[src/inc/flash_protect_pkg.sv]
// Shared constants and types for the flash write-protect and reset logic.
// Assumes a 200 MHz core clock and a 32 MB array of 512 blocks of 64 KB.
package flash_protect_pkg;

  // ---------------------------------------------------------------------
  // Array geometry
  // ---------------------------------------------------------------------
  localparam int ADDR_W    = 25;
  localparam int BLOCK_W   = 9;
  localparam int BLOCK_LSB = 16;
  localparam logic [BLOCK_W-1:0] BLOCK_FIRST = 9'h000;
  localparam logic [BLOCK_W-1:0] BLOCK_LAST  = 9'h1FF;
  localparam logic [BLOCK_W-1:0] BLOCK_ONE   = 9'h001;
  localparam logic [3:0] CODE_NONE     = 4'h0;
  localparam logic [3:0] CODE_LAST_LOG = 4'h9;

  // ---------------------------------------------------------------------
  // Timing
  // ---------------------------------------------------------------------
  localparam int CLOCK_PERIOD_PS    = 5000;
  localparam int RESET_LOW_MIN_NS   = 1;
  localparam int RESET_LOW_MIN_NS_X = RESET_LOW_MIN_NS * 1000;
  // Least time, so rounded up to whole cycles.
  localparam int RESET_LOW_MIN_CYCLES =
    (RESET_LOW_MIN_NS_X * 1000 + CLOCK_PERIOD_PS - 1) / CLOCK_PERIOD_PS;
  localparam int RST_CNT_W = $clog2(RESET_LOW_MIN_CYCLES + 1);
  localparam logic [RST_CNT_W-1:0] RESET_FIRE_COUNT =
    RST_CNT_W'(RESET_LOW_MIN_CYCLES - 1);

  // ---------------------------------------------------------------------
  // Status word bit positions
  // ---------------------------------------------------------------------
  localparam int POS_WEL      = 1;
  localparam int POS_RANGE    = 2;
  localparam int POS_LOCK_LO  = 7;
  localparam int POS_LOCK_HI  = 8;
  localparam int POS_QUAD     = 9;
  localparam int POS_INVERT   = 14;
  localparam int POS_PIN_FUNC = 23;
  localparam int STATUS_W     = 24;

  // ---------------------------------------------------------------------
  // Types
  // ---------------------------------------------------------------------
  typedef enum logic [1:0] {
    ST_ACTIVE   = 2'b00,
    ST_DEEP_PD  = 2'b01,
    ST_HW_RESET = 2'b10
  } mode_t;

  typedef struct packed {
    logic       pin_function_sel;
    logic       protect_invert_bit;
    logic       quad_io_enable;
    logic       status_lock_bit_hi;
    logic       status_lock_bit_lo;
    logic [4:0] protect_range_bits;
  } status_bits_t;

  typedef struct packed {
    logic set_write_latch_cmd;
    logic clear_write_latch_cmd;
    logic status_write_cmd;
    logic page_program_cmd;
    logic sector_erase_cmd;
    logic block_erase_cmd;
    logic chip_erase_cmd;
    logic reset_enable_cmd;
    logic reset_do_cmd;
    logic power_down_cmd;
    logic power_release_cmd;
  } cmd_t;

  typedef struct packed {
    logic               none;
    logic [BLOCK_W-1:0] lo;
    logic [BLOCK_W-1:0] hi;
  } prot_range_t;

  localparam status_bits_t NV_RESET = '0;

  typedef struct packed {
    mode_t                mode;
    logic [1:0]           rst_sync;
    logic [1:0]           wp_sync;
    logic [RST_CNT_W-1:0] low_count;
    logic                 reset_armed;
    logic                 write_enable_latch;
    status_bits_t         nv;
    logic                 op_done;
    logic                 op_reject;
    logic                 sr_reject;
    logic                 hw_reset_pulse;
    logic [STATUS_W-1:0]  status_word;
  } core_state_t;

endpackage

[src/protect_range_decoder.sv]
// Decodes protect bits and the invert bit into a protected block range.
// Purely combinational; the caller samples it on its own clock.
`timescale 1ns/1ps
`default_nettype none

module protect_range_decoder
  import flash_protect_pkg::*;
(
  input  wire logic [4:0] protect_range_bits,
  input  wire logic       protect_invert_bit,
  output prot_range_t     range
);

  // -----------------------------------------------------------------------
  // Range decode
  // -----------------------------------------------------------------------
  logic [3:0]         code;
  logic [BLOCK_W-1:0] span;
  logic               p_none;
  logic               p_all;
  logic [BLOCK_W-1:0] p_lo;
  logic [BLOCK_W-1:0] p_hi;

  // Plain ranges first; the invert bit then takes the complement, which
  // always stays one contiguous run because plain ranges touch an end.
  always_comb begin
    code   = protect_range_bits[3:0];
    span   = BLOCK_ONE << (code - 4'h1);
    p_none = 1'b0;
    p_all  = 1'b0;
    p_lo   = BLOCK_FIRST;
    p_hi   = BLOCK_LAST;
    if (code == CODE_NONE) begin
      p_none = 1'b1;
    end else if (code > CODE_LAST_LOG) begin
      p_all = 1'b1;
    end else if (!protect_range_bits[4]) begin
      p_lo = BLOCK_FIRST - span;
    end else begin
      p_hi = span - BLOCK_ONE;
    end
    range.none = p_none;
    range.lo   = p_lo;
    range.hi   = p_hi;
    if (protect_invert_bit) begin
      if (p_none) begin
        range.none = 1'b0;
      end else if (p_all) begin
        range.none = 1'b1;
      end else if (!protect_range_bits[4]) begin
        range.lo = BLOCK_FIRST;
        range.hi = p_lo - BLOCK_ONE;
      end else begin
        range.lo = p_hi + BLOCK_ONE;
        range.hi = BLOCK_LAST;
      end
    end
  end

endmodule

`default_nettype wire

[src/flash_write_protect_and_reset.sv]
// Write-enable latch, protection modes, range check and pin reset of a
// serial NOR flash. Commands arrive as decoded one-cycle pulses from the
// command front end on the same clock; the pins arrive asynchronously.
//
// Notes on behaviour
// - Function select high makes shared pin a reset.
// - Pin reset honoured only while quad enable low.
// - Pin low at least 1 us resets device.
// - After reset: standby, volatile bits at power-on values.
// - Set-latch command sets write enable latch.
// - Listed commands and resets clear write enable latch.
// - Protected region stays readable, never modified.
// - Hardware mode, protect pin low freezes protect bits.
// - Deep power-down ignores all but release, reset.
// - Plain code protects top blocks, or none/all.
// - Plain code with bit 4 protects bottom blocks.
// - Inverted code protects all but top blocks.
// - Inverted code with bit 4 spares bottom blocks.
// - Chip erase only when nothing is protected.
// - Hardware lock with protect pin low rejects status writes.
// - Function select is status bit 23, non-volatile.
`timescale 1ns/1ps
`default_nettype none

module flash_write_protect_and_reset
  import flash_protect_pkg::*;
(
  input  wire logic                clock,
  input  wire logic                reset_n,
  input  wire logic                reset_pin_n,
  input  wire logic                write_protect_pin_n,
  input  wire cmd_t                cmd,
  input  wire status_bits_t        status_data,
  input  wire logic [ADDR_W-1:0]   target_addr,
  output logic                     write_enable_latch,
  output status_bits_t             nv_status,
  output logic                     deep_power_down,
  output logic                     in_hw_reset,
  output logic                     hw_reset_done,
  output logic                     op_done,
  output logic                     op_reject,
  output logic                     status_write_reject,
  output logic [STATUS_W-1:0]      status_word
);

  // -----------------------------------------------------------------------
  // Protection range
  // -----------------------------------------------------------------------
  core_state_t state_reg;
  core_state_t state_next;
  prot_range_t range;

  protect_range_decoder u_decoder (
    .protect_range_bits (state_reg.nv.protect_range_bits),
    .protect_invert_bit (state_reg.nv.protect_invert_bit),
    .range              (range)
  );

  // -----------------------------------------------------------------------
  // Derived conditions
  // -----------------------------------------------------------------------
  logic [BLOCK_W-1:0] target_block;
  logic               in_range;
  logic               reset_role;
  logic               pin_low;
  logic               wp_low;
  logic               sr_locked;
  logic               active;
  logic               array_cmd;

  // The range check works per 64 KB block, which is also the finest grain
  // the protect codes can express.
  assign target_block = target_addr[ADDR_W-1:BLOCK_LSB];
  assign in_range     = !range.none && (target_block >= range.lo) &&
                        (target_block <= range.hi);
  assign reset_role   = state_reg.nv.pin_function_sel &&
                        !state_reg.nv.quad_io_enable;
  assign pin_low      = reset_role && !state_reg.rst_sync[1];
  assign wp_low       = !state_reg.wp_sync[1];
  assign sr_locked    = state_reg.nv.status_lock_bit_hi ||
                        (state_reg.nv.status_lock_bit_lo && wp_low);
  assign active       = (state_reg.mode == ST_ACTIVE) && !pin_low;
  assign array_cmd    = cmd.page_program_cmd || cmd.sector_erase_cmd ||
                        cmd.block_erase_cmd;

  // -----------------------------------------------------------------------
  // Next-state logic
  // -----------------------------------------------------------------------
  // One command per cycle is expected; the if chain fixes priority anyway.
  always_comb begin
    state_next                = state_reg;
    state_next.op_done        = 1'b0;
    state_next.op_reject      = 1'b0;
    state_next.sr_reject      = 1'b0;
    state_next.hw_reset_pulse = 1'b0;
    state_next.rst_sync = {state_reg.rst_sync[0], reset_pin_n};
    state_next.wp_sync  = {state_reg.wp_sync[0], write_protect_pin_n};
    if (!pin_low) begin
      state_next.low_count = '0;
    end else if (state_reg.low_count != RESET_FIRE_COUNT) begin
      state_next.low_count = state_reg.low_count + 1'b1;
    end
    case (state_reg.mode)
      ST_HW_RESET: begin
        // Stay in reset while the pin is held, then fall back to standby.
        if (!pin_low) begin
          state_next.mode = ST_ACTIVE;
        end
      end
      default: begin
        if (pin_low && state_reg.low_count == RESET_FIRE_COUNT) begin
          state_next.mode                  = ST_HW_RESET;
          state_next.hw_reset_pulse        = 1'b1;
          state_next.write_enable_latch    = 1'b0;
          state_next.reset_armed           = 1'b0;
          state_next.nv.status_lock_bit_hi = 1'b0;
        end else if (!pin_low && (|cmd)) begin
          state_next.reset_armed = cmd.reset_enable_cmd;
          if (cmd.reset_do_cmd && state_reg.reset_armed) begin
            state_next.mode                  = ST_ACTIVE;
            state_next.write_enable_latch    = 1'b0;
            state_next.nv.status_lock_bit_hi = 1'b0;
          end else if (state_reg.mode == ST_DEEP_PD) begin
            if (cmd.power_release_cmd) begin
              state_next.mode = ST_ACTIVE;
            end
          end else if (cmd.power_down_cmd) begin
            state_next.mode = ST_DEEP_PD;
          end else if (cmd.set_write_latch_cmd) begin
            state_next.write_enable_latch = 1'b1;
          end else if (cmd.clear_write_latch_cmd) begin
            state_next.write_enable_latch = 1'b0;
          end else if (cmd.status_write_cmd) begin
            state_next.write_enable_latch = 1'b0;
            if (state_reg.write_enable_latch && !sr_locked) begin
              state_next.nv      = status_data;
              state_next.op_done = 1'b1;
            end else begin
              state_next.op_reject = 1'b1;
              state_next.sr_reject = 1'b1;
            end
          end else if (array_cmd) begin
            state_next.write_enable_latch = 1'b0;
            if (state_reg.write_enable_latch && !in_range) begin
              state_next.op_done = 1'b1;
            end else begin
              state_next.op_reject = 1'b1;
            end
          end else if (cmd.chip_erase_cmd) begin
            state_next.write_enable_latch = 1'b0;
            if (state_reg.write_enable_latch && range.none) begin
              state_next.op_done = 1'b1;
            end else begin
              state_next.op_reject = 1'b1;
            end
          end
        end
      end
    endcase
    // Status image mirrors the next state so it is valid with the outputs.
    state_next.status_word                 = '0;
    state_next.status_word[POS_WEL]        = state_next.write_enable_latch;
    state_next.status_word[POS_RANGE+:5]   =
      state_next.nv.protect_range_bits;
    state_next.status_word[POS_LOCK_LO]    = state_next.nv.status_lock_bit_lo;
    state_next.status_word[POS_LOCK_HI]    = state_next.nv.status_lock_bit_hi;
    state_next.status_word[POS_QUAD]       = state_next.nv.quad_io_enable;
    state_next.status_word[POS_INVERT]     = state_next.nv.protect_invert_bit;
    state_next.status_word[POS_PIN_FUNC]   =
      state_next.nv.pin_function_sel;
  end

  // -----------------------------------------------------------------------
  // State register
  // -----------------------------------------------------------------------
  // Pin synchronisers idle high so a reset never starts from power-on.
  always_ff @(posedge clock or negedge reset_n) begin
    if (!reset_n) begin
      state_reg          <= '0;
      state_reg.mode     <= ST_ACTIVE;
      state_reg.rst_sync <= 2'b11;
      state_reg.wp_sync  <= 2'b11;
      state_reg.nv       <= NV_RESET;
    end else begin
      state_reg <= state_next;
    end
  end

  // Outputs come straight from the state register. The mode codes give
  // deep power-down and pin reset one bit each, so no gate follows them.
  assign write_enable_latch  = state_reg.write_enable_latch;
  assign nv_status           = state_reg.nv;
  assign deep_power_down     = state_reg.mode[0];
  assign in_hw_reset         = state_reg.mode[1];
  assign hw_reset_done       = state_reg.hw_reset_pulse;
  assign op_done             = state_reg.op_done;
  assign op_reject           = state_reg.op_reject;
  assign status_write_reject = state_reg.sr_reject;
  assign status_word         = state_reg.status_word;
endmodule

`default_nettype wire

[config.mk]
export PLATFORM = sky130hd
export DESIGN_NAME = flash_write_protect_and_reset
export DESIGN_NICKNAME = d
export VERILOG_FILES = /design/src/inc/flash_protect_pkg.sv /design/src/protect_range_decoder.sv /design/src/flash_write_protect_and_reset.sv
export SDC_FILE = /design/constraint.sdc
export NUM_CORES = 1
export LEC_CHECK = 0
export BUFFER_PORTS_ARGS = -buffer_cell sky130_fd_sc_hd__buf_2
export CORE_AREA = 4 4 106 108
export CTS_CLUSTER_DIAMETER = 40
export DETAILED_ROUTE_END_ITERATION = 8
export DIE_AREA = 0 0 110 112
export PLACE_DENSITY = 0.53
export SKIP_LAST_GASP = 1
export SYNTH_ARGS = -nofsm -noshare
export SYNTH_HDL_FRONTEND = slang
export SYNTH_SLANG_ARGS = --single-unit
[constraint.sdc]
create_clock -name clock -period 4.4 [get_ports clock]
set_input_delay 0.44 -clock clock [delete_from_list [all_inputs] [get_ports clock]]
set_output_delay 0.44 -clock clock [all_outputs]
set_load 0.05 [all_outputs]
==> impl_metrics.py <==
metrics = {
    "outcome": {
        "status": "complete, no violations",
    },
    "floorplanning": {
        "die-area_mm2": 0.0123,
        "start_util_pct": 28.7,
        "fp.dieH_um": 112,
        "die_x_um": 110,
        "core_area_mm2": 0.0102,
        "rows": 37,
        "num_io_pins": 91,
    },
    "layout": {
        "layout-drive-gt1-share_pct": 22.4,
        "syn2layout_area_growth_pct": 10.6,
        "fin_util_pct": 31.7,
        "largest_register_ffs": 11,
        "n_antenna_cell": 0,
        "nNetsFinal": 462,
    },
    "synth": {
        "synth_flop_cell": "dfrtp_1",
        "yosys.area_share.adder_pct": 10.2,
        "ys_types": 66,
        "synthTopCellsByCount": "buf_4 (34), nand2_1 (31), dfrtp_1 (26), nor2_1 (26), ha_1 (24)",
        "synth_most_common_cell": "buf_4",
        "synth_top_family_by_area": "simple AND/OR/NAND/NOR gates",
        "yosysSeqAreaShare_pct": 25.8,
        "syn_area_per_cell_um2": 8.26,
        "netlist_instances": 355,
        "synth_xor_area_share_pct": 4.18,
        "yosys_warnings": 0,
        "synth_compound_area_share_pct": 19.0,
        "synth_edf_count": 0,
        "yosys.area.top_type": "dfrtp_1",
        "synth-simple-area-share_pct": 24.4,
        "syn_area_mm2": 0.00293,
        "synth_top_area_share_pct": 22.2,
        "synthArstFlopShare_pct": 100,
        "yosys_register_bits": 30,
        "synthTopCellsByArea": "dfrtp_1 (22%), ha_1 (10%), buf_4 (8.7%), nand2_1 (4.0%), dfstp_2 (3.6%)",
        "synth_mux_area_share_pct": 3.03,
    },
    "critical_path": {
        "crit_path_end_kind": "register",
        "startpoint_type": "register",
        "required_ps": 4580,
        "worstReg2RegStart": "nv_status[1]$_DFFE_PN0P_",
        "cpMaxStageDelayCell": "or4_1",
        "setup.worst_path.start": "nv_status[1]$_DFFE_PN0P_",
        "critPathKind": "reg -> reg",
        "cpPeakStageDelay_ps": 540,
        "cp_cell_sequence": "inv_1, or4_1, ha_1, nor2b_1, and4b_1, a211oi_2, nand4_1, xnor2_1, a22oi_1, ha_1, nor2b_1, o21ai_0, a221oi_2, o311a_1, a31o_1",
        "cp_max_fo": 14,
        "cp.arrival_ps": 4210,
    },
    "detailed_routing": {
        "viasPerCell": 4.97,
        "detail-route-antenna-nets": 0,
        "drt_iter0_drc": 89,
        "vias": 2611,
        "drt-total-wl_um": 7540,
        "firstDrtPassIters": 7,
        "wl_per_cell_um": 14.4,
        "drc": 0,
    },
    "sta": {
        "worst_slew_pin_slew_ps": 723,
        "timing.hold.ws_ps": 207,
        "final.setup_skew_ps": 10.3,
        "finalSetupViolations": 0,
        "slew_viol_final": 0,
        "tns_ps": 0,
        "relSlewSlack_pct": 51.8,
        "postLayoutSetupSlackWorst_ps": 369,
        "finalCritPeriodShare_pct": 91.6,
        "max_freq_mhz": 248,
        "final_hold_viol_count": 0,
        "finalCriticalPeriod_ps": 4030,
        "rsz0062_at_grt": "false",
    },
    "clock_tree": {
        "clk_path_buf_depth": 2,
        "clk_pin_slew_ps": 70,
        "clk_latency_ps": 280,
        "cts_tree": "built",
        "cts_buffers": 5,
        "htreeDepth": 2,
        "hold_buffers": 0,
        "cts_root_buf": "clkbuf_8",
        "postCtsSetupBuffers": 0,
        "cts_resized": 0,
        "cts.sinks": 30,
    },
    "pwr": {
        "p_leak_nw": 1.53,
        "power_density_mw_per_mm2": 537,
        "total_power_w": 0.00174,
        "irDropWorstVdd_mv": 0.227,
    },
    "global_route": {
        "grt_start_max_net_pins": 31,
        "grt_pass1_vias": 2454,
        "antenna_found_initial": 0,
        "grt-ovfl-total": 0,
        "grt_pass1_wl_um": 12100,
        "grtUsageTotal_pct": 12.0,
    },
    "placement": {
        "preCtsSetupSlack_ps": 366,
        "place.port_buffers": 61,
        "place_congestion": 0.822,
        "dp_hpwl_um": 5920,
    },
    "hold_path": {
        "hold_class": "in -> async",
    },
    "run": {
        "drv_cap": 0,
    },
}
==> cells by family after synthesis <==
group           count (synthesis)
buf+inv                        65
other cells                     1
mux                             7
compound gates                 80
fa+ha+maj                      24
simple gates                  134
flops                          30
xor+xnor                       14
==> worst max-delay path, delay by kind of cell, from the launching register on <==
kind,cells,cell delay [ps]
flops,1,370
simple gates,5,1290
fa+ha+maj,2,630
xor+xnor,1,150
compound gates,6,1340
buf+inv,1,130
==> final timing paths <==
| kind | slack (ps) | cells after the start | end |
|---|---|---|---|
| worst max-delay path | 370 | 15 | op_reject$_DFF_PN0_ |
| worst min-delay path | 210 | 1 | state_reg[45]$_DFFE_PN0N_ |
| worst max register to register | 370 | 15 | op_reject$_DFF_PN0_ |
| worst min register to register | 350 | 0 | state_reg[51]$_DFF_PN1_ |
| max in group asynchronous | 3740 | 1 | state_reg[40]$_DFFE_PN0N_ |
| min in group clock | 260 | 1 | state_next[49]$_DFF_PN1_ |
==> placed cells by master (no fill, tap or decap), drive strengths merged, types with 4 or more instances in the layout <==
| master | count |
|---|---|
| a211oi | 5 |
| a21oi | 17 |
| a22o | 6 |
| a22oi | 6 |
| a31oi | 6 |
| and3 | 8 |
| buf | 66 |
| clkbuf | 8 |
| conb | 13 |
| dfrtp | 26 |
| dfstp | 4 |
| ha | 24 |
| inv | 13 |
| mux2 | 5 |
| nand2 | 31 |
| nand2b | 9 |
| nand3 | 11 |
| nand4 | 7 |
| nor2 | 26 |
| nor2b | 8 |
| nor3 | 12 |
| nor4 | 4 |
| o21ai | 13 |
| o22ai | 4 |
| xnor2 | 5 |
| xor2 | 9 |
==> where the power goes <==
| part | internal [W] | leakage (nW) | total (W) | switching, W |
|---|---|---|---|---|
| clock | 0.000127 | 0.0455 | 0.000228 | 0.000101 |
| sequential | 0.000313 | 0.397 | 0.000385 | 0.0000723 |
| combinational | 0.000388 | 1.09 | 0.00113 | 0.000741 |
==> layer usage <==
| metal | vias up | global-route usage [%] | part of all wire (%) |
|---|---|---|---|
| met2 | 63 | 19.9 | 50 |
| met4 | 0 | 1.91 | 0.42 |
| met1 | 1234 | 16.5 | 45 |
| li1 | 1312 | - | - |
| met5 | - | 0 | 0 |
| met3 | 2 | 2.09 | 4.7 |
==> final cells by class <==
cell class                 instances  area [µm²]
multi-input combinational        272        1830
sequential                        30         756
fill                            1093        6990
timing repair buffer              66         343
inverter                          13        48.8
tap                              136         170
clock buffer                       8        90.1
==> metrics by stage <==
| step | cells | cell area [µm²] |
|---|---|---|
| floorplan | 367 | 2980 |
| global placement | 517 | 3150 |
| detailed placement | 517 | 3150 |
| CTS | 525 | 3240 |
| global route | 525 | 3240 |
| finish | 525 | 3240 |
(Power assumes the default switching activity.)
